$ cat src/pmrm_pkg.sv
// Constants for the power monitor result arithmetic block
package pmrm_pkg;
	localparam int CLK_PERIOD_NS = 8;
	localparam int CYC_PER_US = (1000 + CLK_PERIOD_NS - 1) / CLK_PERIOD_NS;
	localparam logic [2:0] ADDR_SETUP = 3'h0;
	localparam logic [2:0] ADDR_SHUNT = 3'h1;
	localparam logic [2:0] ADDR_SUPPLY = 3'h2;
	localparam logic [2:0] ADDR_POWER = 3'h3;
	localparam logic [2:0] ADDR_CURRENT = 3'h4;
	localparam logic [2:0] ADDR_SCALE = 3'h5;
	localparam logic [15:0] SETUP_RESET = 16'h4127;
	localparam logic [15:0] SCALE_RESET = 16'h0000;
	localparam int AVG_LSB = 9;
	localparam int SUP_CT_LSB = 6;
	localparam int SHUNT_CT_LSB = 3;
	localparam logic [13:0] CT_MIN_US = 14'd140;
	localparam logic [13:0] CT_MAX_US = 14'd8244;
	localparam int CURRENT_DIV = 2048;
	localparam int POWER_DIV = 20000;
	localparam int POWER_LSB_RATIO = 25;
	localparam int SUPPLY_LSB_UV = 1250;
	localparam int SUPPLY_MSB = 15;

	typedef enum logic [2:0] {
		S_START, S_SHUNT, S_CUR, S_SUP, S_PWR, S_LOAD
	} pmrm_state_e;

	// Conversion duration in microseconds for a 3-bit code
	function automatic logic [13:0] pmrm_ct_us(input logic [2:0] code);
		case (code)
			3'h0: pmrm_ct_us = CT_MIN_US;
			3'h1: pmrm_ct_us = 14'd204;
			3'h2: pmrm_ct_us = 14'd332;
			3'h3: pmrm_ct_us = 14'd588;
			3'h4: pmrm_ct_us = 14'd1100;
			3'h5: pmrm_ct_us = 14'd2116;
			3'h6: pmrm_ct_us = 14'd4156;
			default: pmrm_ct_us = CT_MAX_US;
		endcase
	endfunction

	// Averaging count as a power of two
	function automatic logic [3:0] pmrm_avg_shift(input logic [2:0] code);
		case (code)
			3'h0: pmrm_avg_shift = 4'h0;
			3'h1: pmrm_avg_shift = 4'h2;
			3'h2: pmrm_avg_shift = 4'h4;
			3'h3: pmrm_avg_shift = 4'h6;
			3'h4: pmrm_avg_shift = 4'h7;
			3'h5: pmrm_avg_shift = 4'h8;
			3'h6: pmrm_avg_shift = 4'h9;
			default: pmrm_avg_shift = 4'hA;
		endcase
	endfunction

	function automatic logic signed [25:0] pmrm_sx(input logic [15:0] v);
		pmrm_sx = {{10{v[15]}}, v};
	endfunction
endpackage

$ cat src/pmrm_top.sv
// Measurement sequencing, averaging and current/power arithmetic
//
// Overview of operation
// - Each conversion lasts a selectable time between 140 us and 8.244 ms.
// - Shunt and supply conversions each take their own duration code.
// - Averaging count and both durations are fields of setup at 00h.
// - One power step is fixed at 25 current steps via the 20000 divisor.
// - Current is shunt value times scale factor divided by 2048.
// - Power is current value times supply value divided by 20000.
// - Current and power stay zero until a scale factor is written.
// - After a scale write, every newly loaded averaged set updates both results.
// - The supply result is the raw code at a fixed 1.25 mV weight.
// - The top bit of the supply result always reads as zero.
// - Current follows each shunt sample, power each supply sample.
// - Samples accumulate and only averages reach the result registers.
// - The ready flag sets once a whole averaged set is loaded.
`timescale 1ns/100ps
module pmrm_top
	import pmrm_pkg::*;
#(
	parameter int US_CYCLES = CYC_PER_US
) (
	input wire logic mclk,
	input wire logic rst,
	input wire logic [2:0] reg_addr,
	input wire logic reg_wr,
	input wire logic [15:0] reg_wdata,
	input wire logic ready_clear,
	input wire logic [15:0] adc_data,
	output logic [15:0] reg_rdata,
	output logic adc_start,
	output logic adc_supply_sel,
	output logic result_ready_flag
);
	////////////////////////////////////////////////////////////////////////
	pmrm_state_e state;
	logic [15:0] setup;
	logic [15:0] scale;
	logic cal_written;
	logic [15:0] shunt_r, supply_r, power_r, current_r;
	logic signed [15:0] shunt_s, sup_s, cur_s;
	logic signed [25:0] acc_shunt, acc_sup, acc_cur, acc_pwr;
	logic [10:0] n_samp;
	logic [15:0] pre;
	logic [13:0] remain;

	wire setup_wr = reg_wr && reg_addr == ADDR_SETUP;
	wire scale_wr = reg_wr && reg_addr == ADDR_SCALE;
	wire [3:0] avg_sh = pmrm_avg_shift(setup[AVG_LSB +: 3]);
	wire [13:0] shunt_ct = pmrm_ct_us(setup[SHUNT_CT_LSB +: 3]);
	wire [13:0] sup_ct = pmrm_ct_us(setup[SUP_CT_LSB +: 3]);
	wire conv_done = pre == 16'h0000 && remain == 14'h0000;
	wire [10:0] n_next = n_samp + 11'd1;
	wire last_samp = n_next == (11'd1 << avg_sh);

	// Truncating signed division, zero until calibrated
	wire signed [31:0] prod_cur = shunt_s * $signed(scale);
	wire signed [31:0] quot_cur = prod_cur / 32'(CURRENT_DIV);
	wire signed [31:0] prod_pwr = cur_s * sup_s;
	wire signed [31:0] quot_pwr = prod_pwr / 32'(POWER_DIV);
	wire signed [15:0] next_cur = cal_written ? quot_cur[15:0] : 16'sh0000;
	wire signed [15:0] next_pwr = cal_written ? quot_pwr[15:0] : 16'sh0000;
	wire [15:0] next_sup = {1'b0, adc_data[SUPPLY_MSB-1:0]};

	wire [25:0] avg_shunt = acc_shunt >>> avg_sh;
	wire [25:0] avg_sup = acc_sup >>> avg_sh;
	wire [25:0] avg_cur = acc_cur >>> avg_sh;
	wire [25:0] avg_pwr = acc_pwr >>> avg_sh;

	wire [15:0] next_rdata =
		reg_addr == ADDR_SETUP ? setup :
		reg_addr == ADDR_SHUNT ? shunt_r :
		reg_addr == ADDR_SUPPLY ? supply_r :
		reg_addr == ADDR_POWER ? power_r :
		reg_addr == ADDR_CURRENT ? current_r :
		reg_addr == ADDR_SCALE ? scale : 16'h0000;

	////////////////////////////////////////////////////////////////////////
	// Register file
	always_ff @(posedge mclk or posedge rst) begin
		if (rst) begin
			setup <= SETUP_RESET;
			scale <= SCALE_RESET;
			cal_written <= 1'b0;
			reg_rdata <= 16'h0000;
		end else begin
			reg_rdata <= next_rdata;
			if (setup_wr) begin
				setup <= reg_wdata;
			end
			if (scale_wr) begin
				scale <= reg_wdata;
				cal_written <= 1'b1;
			end
		end
	end

	// Ready flag: setting wins over ready_clear in the same cycle, but a setup write clears it and wins over setting
	always_ff @(posedge mclk or posedge rst) begin
		if (rst) begin
			result_ready_flag <= 1'b0;
		end else if (state == S_LOAD && !setup_wr) begin
			result_ready_flag <= 1'b1;
		end else if (setup_wr || ready_clear) begin
			result_ready_flag <= 1'b0;
		end
	end

	// Conversion timer in microsecond ticks
	always_ff @(posedge mclk or posedge rst) begin
		if (rst) begin
			pre <= 16'h0000;
			remain <= 14'h0000;
		end else if (adc_start) begin
			pre <= 16'(US_CYCLES - 1);
			remain <= (adc_supply_sel ? sup_ct : shunt_ct) - 14'd1;
		end else if (pre == 16'h0000) begin
			pre <= conv_done ? 16'h0000 : 16'(US_CYCLES - 1);
			remain <= conv_done ? remain : remain - 14'd1;
		end else begin
			pre <= pre - 16'h0001;
		end
	end

	////////////////////////////////////////////////////////////////////////
	// Measurement sequencer
	always_ff @(posedge mclk or posedge rst) begin
		if (rst) begin
			state <= S_START;
			adc_start <= 1'b0;
			adc_supply_sel <= 1'b0;
			shunt_s <= 16'sh0000;
			sup_s <= 16'sh0000;
			cur_s <= 16'sh0000;
			n_samp <= 11'h000;
			acc_shunt <= 26'sh0;
			acc_sup <= 26'sh0;
			acc_cur <= 26'sh0;
			acc_pwr <= 26'sh0;
			shunt_r <= 16'h0000;
			supply_r <= 16'h0000;
			current_r <= 16'h0000;
			power_r <= 16'h0000;
		end else begin
			adc_start <= 1'b0;
			if (setup_wr) begin
				state <= S_START;
				n_samp <= 11'h000;
				acc_shunt <= 26'sh0;
				acc_sup <= 26'sh0;
				acc_cur <= 26'sh0;
				acc_pwr <= 26'sh0;
			end else begin
				case (state)
					S_START: begin
						adc_start <= 1'b1;
						adc_supply_sel <= 1'b0;
						state <= S_SHUNT;
					end
					S_SHUNT: begin
						if (!adc_start && conv_done) begin
							shunt_s <= adc_data;
							state <= S_CUR;
						end
					end
					S_CUR: begin
						cur_s <= next_cur;
						acc_shunt <= acc_shunt + pmrm_sx(shunt_s);
						acc_cur <= acc_cur + pmrm_sx(next_cur);
						adc_start <= 1'b1;
						adc_supply_sel <= 1'b1;
						state <= S_SUP;
					end
					S_SUP: begin
						if (!adc_start && conv_done) begin
							sup_s <= next_sup;
							state <= S_PWR;
						end
					end
					S_PWR: begin
						acc_sup <= acc_sup + pmrm_sx(sup_s);
						acc_pwr <= acc_pwr + pmrm_sx(next_pwr);
						n_samp <= n_next;
						state <= last_samp ? S_LOAD : S_START;
					end
					S_LOAD: begin
						shunt_r <= avg_shunt[15:0];
						supply_r <= avg_sup[15:0];
						current_r <= avg_cur[15:0];
						power_r <= avg_pwr[15:0];
						n_samp <= 11'h000;
						acc_shunt <= 26'sh0;
						acc_sup <= 26'sh0;
						acc_cur <= 26'sh0;
						acc_pwr <= 26'sh0;
						state <= S_START;
					end
					default: state <= S_START;
				endcase
			end
		end
	end

	////////////////////////////////////////////////////////////////////////
	// Checks
	wire [31:0] ast_pc = prod_cur[31] ? 32'(-prod_cur) : prod_cur;
	wire [15:0] ast_cm = next_cur[15] ? 16'(-next_cur) : next_cur;
	wire [31:0] ast_qc = {5'h00, ast_cm, 11'h000};
	wire [31:0] ast_pp = prod_pwr[31] ? 32'(-prod_pwr) : prod_pwr;
	wire [15:0] ast_pm = next_pwr[15] ? 16'(-next_pwr) : next_pwr;
	wire [31:0] ast_qp = 32'(ast_pm) * 32'd20000;
endmodule

$ cat config.mk
export PLATFORM = sky130hd
export DESIGN_NAME = pmrm_top
export DESIGN_NICKNAME = d
export VERILOG_FILES = /design/src/pmrm_pkg.sv /design/src/pmrm_top.sv
export SDC_FILE = /design/constraint.sdc
export NUM_CORES = 2
export LEC_CHECK = 0
export ABC_AREA = 1
export BUFFER_PORTS_ARGS = -buffer_cell sky130_fd_sc_hd__buf_2
export CORE_MARGIN = 2
export CORE_UTILIZATION = 35
export CTS_CLUSTER_SIZE = 16
export DETAILED_ROUTE_END_ITERATION = 6
export PLACE_DENSITY = 0.48
export SLEW_MARGIN = 20
export SYNTH_ARGS = -nofsm -noshare
export SYNTH_HDL_FRONTEND = slang
export SYNTH_SLANG_ARGS = --single-unit
$ cat constraint.sdc
create_clock -name mclk -period 29.3 [get_ports mclk]
set_clock_uncertainty 0.15 [all_clocks]
set_input_delay 1.465 -clock mclk [delete_from_list [all_inputs] [get_ports mclk]]
set_output_delay 1.465 -clock mclk [all_outputs]
set_load 0.02 [all_outputs]
# Word level (Yosys, flattened, before mapping)
# Index checks and enable logic that the tools add are counted.
[word_totals] register_bits=311 input_bits=39 output_inout_bits=19 elab_cells=140
[op_classes] add_sub_neg=9 mul=2 div=1 n_eq_ne=32 n_shift=5 mux=38 bitwise=2 n_reduce_logical=29
[op_table] op="26-bit one-hot mux with 2 select lines" count=4
[op_table] op="14-bit one-hot mux with 7 select lines" count=2
[op_table] op="16-bit two-way mux" count=10
[op_table] op="26-bit by 16-bit adder with 26-bit output" count=4
[op_table] op="26-bit two-way mux" count=4
[op_table] op="26-bit by 4-bit >>> shifter with 16-bit output" count=4
[op_table] op="16-bit by 16-bit multiplier with 32-bit output" count=2
[op_table] op="14-bit two-way mux" count=4
[op_table] op="3-bit == test, second input constant" count=13
[op_table] op="32-bit by 16-bit divider with 32-bit output, second input constant" count=1
[op_table] op="3-bit by 2-bit == test with 1-bit output, second input constant" count=10
[op_table] op="4-bit one-hot mux with 7 select lines" count=1
[op_table] op="14-bit by 1-bit subtractor with 14-bit output, second input constant" count=2
[op_table] op="11-bit one-hot mux with 2 select lines" count=1
[op_table] op="16-bit by 1-bit adder with 16-bit output" count=1
[op_table] op="16-bit zero test" count=1
[op_table] op="16-bit by 1-bit subtractor with 16-bit output, second input constant" count=1
[op_table] op="3-bit by 1-bit == test with 1-bit output, second input constant" count=5
[op_table] op="3-bit zero test" count=5
[op_table] op="3-bit one-hot mux with 5 select lines" count=1
[op_table] op="14-bit zero test" count=1
[op_table] op="3-bit two-way mux" count=4
[op_table] op="11-bit by 1-bit adder with 11-bit output, second input constant" count=1
[op_table] op="11-bit == test" count=1
[op_table] op="other kinds (18)" count=35

# Longest topological paths before layout
[depth] word_depth=8 depth_mapped=205 ltp_nobuf=196

# Worst setup path before layout
# No wires, ideal clock.
[synth_timing] path_kind="reg-to-reg" start="register sup_s[6]" end="register acc_pwr[25]" setup_ns=0.065 t_arrival_ns=21.241 t_required_ns=29.085 slack_ns=7.844 stages_incl_launch_ff=183 path_buffers=15 path_cell_list="dfrtp_1 clkbuf_1 clkbuf_1 nand2_1 inv_1 fa_1 inv_1 fa_1 inv_1 fa_1 inv_1 fa_1 inv_1 fa_1 inv_1 fa_1 inv_1 ha_1 (+147 left out) nand2_1 nand2_1 nand2_1 a21o_1 nand3_1 nand2_1 nand2_1 nand2_1 a21o_1 nand2_1 inv_1 o21ai_0 nand2_1 xor2_1 inv_1 nand4_1 nand3_1 nand2_1"
[synth_via] elab_chain_len=6
[synth_lines] element="from (decl)" line_no="pmrm_top.sv:41" text="logic signed [15:0] shunt_s, sup_s, cur_s;"
[synth_lines] element="from (signal assigned)" line_no="pmrm_top.sv:176" text="sup_s <= next_sup;"
[synth_lines] element="16-bit by 16-bit multiplier with 32-bit output" line_no="pmrm_top.sv:59" text="wire signed [31:0] prod_pwr = cur_s * sup_s;"
[synth_lines] element="32-bit by 16-bit divider with 32-bit output" line_no="pmrm_top.sv:60" text="wire signed [31:0] quot_pwr = prod_pwr / 32'(POWER_DIV);"
[synth_lines] element="16-bit two-way mux" line_no="pmrm_top.sv:62" text="wire signed [15:0] next_pwr = cal_written ? quot_pwr[15:0] : 16'sh0000;"
[synth_lines] element="26-bit by 16-bit adder with 26-bit output" line_no="pmrm_top.sv:182" text="acc_pwr <= acc_pwr + pmrm_sx(next_pwr);"
[synth_lines] element="26-bit one-hot mux with 2 select lines" line_no="pmrm_top.sv:154" text="case (state)"
[synth_lines] element="26-bit two-way mux" line_no="pmrm_top.sv:146" text="if (setup_wr) begin"
[synth_lines] element="to (signal assigned)" line_no="pmrm_top.sv:182"
[synth_lines] element="to (decl)" line_no="pmrm_top.sv:42" text="logic signed [25:0] acc_shunt, acc_sup, acc_cur, acc_pwr;"
# No other way between the ends.
# A chain may end at the register's enable or synchronous reset.

# Final worst setup path
[layout_timing] start="register cur_s[15]" end="register acc_pwr[25]"
[layout_via] elab_chain_len=6
[layout_lines] element="from (decl)" line_no="pmrm_top.sv:41"
[layout_lines] element="from (signal assigned)" line_no="pmrm_top.sv:167" text="cur_s <= next_cur;"
[layout_lines] element="16-bit by 16-bit multiplier with 32-bit output" line_no="pmrm_top.sv:59"
[layout_lines] element="32-bit by 16-bit divider with 32-bit output" line_no="pmrm_top.sv:60"
[layout_lines] element="16-bit two-way mux" line_no="pmrm_top.sv:62"
[layout_lines] element="26-bit by 16-bit adder with 26-bit output" line_no="pmrm_top.sv:182"
[layout_lines] element="26-bit one-hot mux with 2 select lines" line_no="pmrm_top.sv:154"
[layout_lines] element="26-bit two-way mux" line_no="pmrm_top.sv:146"
# No other way between the ends.

==> results.json <==
{
  "row_count": 136,
  "final_common_cell": "nand2_1",
  "drc": 0,
  "ys_async_sr_fraction_pct": 100.0,
  "cts_buffers": 40,
  "wl_per_cell_microns": 17.24,
  "fmax_mhz": 38.61,
  "gp_congestion": 0.8971,
  "yosys.area_share.simple_pct": 27.83,
  "max_slew_margin_pct": 22.39,
  "synth_compound_area_share_pct": 10.96,
  "grt_pass1_wl_microns": 241300,
  "crit_path_end_kind": "flop",
  "netlist_area_sq_mm": 0.04814,
  "cts_resized": 0,
  "rsz0062_at_grt": "false",
  "worst_slew_pin_slew_ns": 1.164,
  "overflow": 0,
  "cts_setup_buffers": 0,
  "yosys_warnings": 0,
  "area_growth_pct": 6.966,
  "nNetsFinal": 7621,
  "io_pins": 58,
  "gr-usage-met1_pct": 31.05,
  "critPathMaxStageDelay_ns": 0.69,
  "synthCells": 6913,
  "synth-edff-count": 0,
  "slew_viol_final": 0,
  "yosys.area_share.adder_pct": 28.10,
  "hold_depth": 1,
  "yosysSeqAreaShare_pct": 16.18,
  "start_kind": "flop",
  "final_cell_mix": "1832 x nand2_1, 1412 x inv_1, 512 x fa_1, 458 x o21ai_0, 370 x nor2_1",
  "gr-usage-met2_pct": 36.02,
  "ys.flop_type": "dfrtp_1",
  "antenna_found_initial": 3,
  "cts.sinks": 311,
  "worst_r2r_endpoint": "acc_pwr[25]",
  "via_per_inst": 4.905,
  "ys_types": 79,
  "register_area_sq_mm": 0.007791,
  "dieHeight_microns": 374.9,
  "synth_mux_area_share_pct": 0.08577,
  "cp_top_family": "simple AND/OR/NAND/NOR gates",
  "min_to": "pre[0]",
  "hold_path_class": "reg2reg",
  "port_buffers": 57,
  "cts-root-buf": "clkbuf_16",
  "grt_busiest_layer": "met2",
  "initial_core_util_pct": 35.14,
  "cp_data_arrival_time_ns": 26.27,
  "crit-reg2reg-launch": "cur_s[15]",
  "avgSynthCellArea_sq_um": 6.963,
  "cts_tree": "done",
  "required_ns": 29.68,
  "path_clk_slew_ns": 0.07,
  "finalHoldViolCount": 0,
  "multi_input_area_sq_mm": 0.03357,
  "max_cap_violations": 0,
  "first_global_vias": 42231,
  "hold_start": "pre[0]",
  "grt_usage_pct": 21.49,
  "cp_slowest_cell": "dfrtp_1",
  "critPathMaxFanout": 36,
  "vias": 42347,
  "cts.htree.levels": 2,
  "wirelength_microns": 148900,
  "core_area_sq_mm": 0.1370,
  "layout-drive-gt1-share_pct": 8.729,
  "cts-hold-fix-buffers": 0,
  "synth_seq_cells": 311,
  "setup_violations": 0,
  "fin_tns_setup_ns": 0,
  "syn_nets": 7726,
  "grt_max_degree": 154,
  "status": "completed",
  "worst-path-buf-inv": 26,
  "fin_crit_sh_pct": 88.38,
  "reg2regPathDepth": 172,
  "die_area_sq_mm": 0.1405,
  "dr.first_iter.drc_count": 2993,
  "synth_xor_area_share_pct": 2.693,
  "criticalPathCategory": "reg2reg",
  "fillers": 14608,
  "dp_hpwl_microns": 118700,
  "r2r_setup_slack_ns": 3.40,
  "period_minus_slack_ns": 25.90,
  "drt.antenna.violating_nets": 0,
  "cts.path.max_buffers": 3,
  "first_pass_iters": 6,
  "clock_latency_ns": 0.59,
  "die_w_microns": 374.9,
  "synth_top_family_by_area": "adder cells",
  "use_met3_pct": 1.344,
  "cp_common_cell": "nand2_1"
}
## routing by layer
| metal | vias to the layer above | wire length (microns) |
|---|---|---|
| li1 | 20991 | - |
| met1 | 20476 | 72050 |
| met2 | 755 | 69650 |
| met3 | 125 | 5249 |
| met4 | 0 | 1913 |
| met5 | - | 0 |
## Yosys cell counts, types with 6 or more instances
cell | n | share of area, %
xnor2_1 | 33 | 0.60
a21oi_4 | 11 | 0.37
nand3b_1 | 7 | 0.11
buf_6 | 6 | 0.14
a21o_1 | 11 | 0.17
buf_1 | 9 | 0.070
nand3_2 | 21 | 0.44
ha_1 | 262 | 6.8
a211oi_1 | 6 | 0.094
nand2_1 | 1837 | 14
inv_2 | 39 | 0.30
o22ai_1 | 116 | 1.5
o21bai_1 | 8 | 0.12
o211ai_1 | 11 | 0.17
nand4_1 | 74 | 0.96
buf_8 | 7 | 0.22
nand2_4 | 53 | 1.2
o21ai_1 | 19 | 0.20
clkinv_1 | 12 | 0.094
fa_1 | 512 | 21
o221ai_1 | 18 | 0.33
a21oi_1 | 194 | 2.0
nor2_1 | 371 | 2.9
nor3_1 | 32 | 0.33
clkbuf_1 | 243 | 1.9
nand3_1 | 338 | 3.5
inv_1 | 1416 | 11
and2_1 | 11 | 0.14
dfrtp_1 | 305 | 16
nand2_2 | 151 | 2.0
dfstp_2 | 6 | 0.33
nor2_2 | 38 | 0.49
o21ai_0 | 458 | 4.8
xor2_1 | 110 | 2.0
a221oi_1 | 10 | 0.18
nor4_1 | 12 | 0.16
a31oi_1 | 19 | 0.25
nand3_4 | 6 | 0.22
nor2_4 | 10 | 0.23
or2_2 | 20 | 0.26
## final cells by class
type / instances / area share [%]
Multi-Input combinational cell: 4851 / 65.20
Sequential cell: 311 / 15.13
Inverter: 1479 / 10.87
Tap cell: 1794 / 4.359
Clock buffer: 53 / 2.155
Timing Repair Buffer: 125 / 1.570
Clock inverter: 20 / 0.7047
Antenna cell: 1 / 0.004860
## registers in the layout, summed over array words and instances (netlist names)
name and flops:
acc_shunt 26, cur_s 16, acc_sup 26, scale 16, shunt_r 16, cal_written 1, acc_pwr 26, result_ready_flag 1
state 3, shunt_s 16, acc_cur 26, setup 16, reg_rdata 16, pre 16, current_r 16, adc_start 1
supply_r 16, remain 14, adc_supply_sel 1, power_r 16, sup_s 15, n_samp 11
## per-stage QoR
step / hold WS [ns] / setup slack (ns) / area, sq um / std cells / utilization [%]
after floorplan: 0.2532 / 7.844 / 48140 / 6913 / -
after global placement: 0.2681 / 3.672 / 50000 / 8560 / 36.50
after detailed placement: 0.2662 / 3.435 / 50010 / 8560 / 36.51
after CTS: 0.2816 / 3.378 / 51480 / 8633 / 37.58
after global routing: 0.3105 / 0.2639 / 51490 / 8633 / 37.59
final: 0.2792 / 3.403 / 51490 / 8634 / 37.59
## cell families after synthesis
group           after synthesis
xor+xnor                    145
flops                       311
fa+ha+maj                   774
compound gates              924
buf+inv                    1751
mux                           4
simple gates               3004
## worst register-to-register path: cells and delay by family (launching register included)
kind	cells	cell delay, ns
buf+inv	26	3.32
fa+ha+maj	9	3.86
simple gates	116	13.68
xor+xnor	1	0.19
flops	1	0.69
compound gates	20	3.91
## how the worst max path moves through the flow
stage          cells after the start          end       from  slack, ns
6_report                         172  acc_pwr[25]  cur_s[15]       3.40
5_1_grt                          170  acc_pwr[25]  cur_s[15]       0.26
4_1_cts                          170  acc_pwr[25]  cur_s[15]       3.38
3_5_place_dp                     170  acc_pwr[25]  cur_s[15]       3.43
3_3_place_gp                     173  acc_pwr[25]  cur_s[15]       3.67
2_1_floorplan                    182  acc_pwr[25]   sup_s[6]       7.84
Power is not shown: default switching activity piles up to over one toggle a cycle in this logic, so the estimate is an artifact.
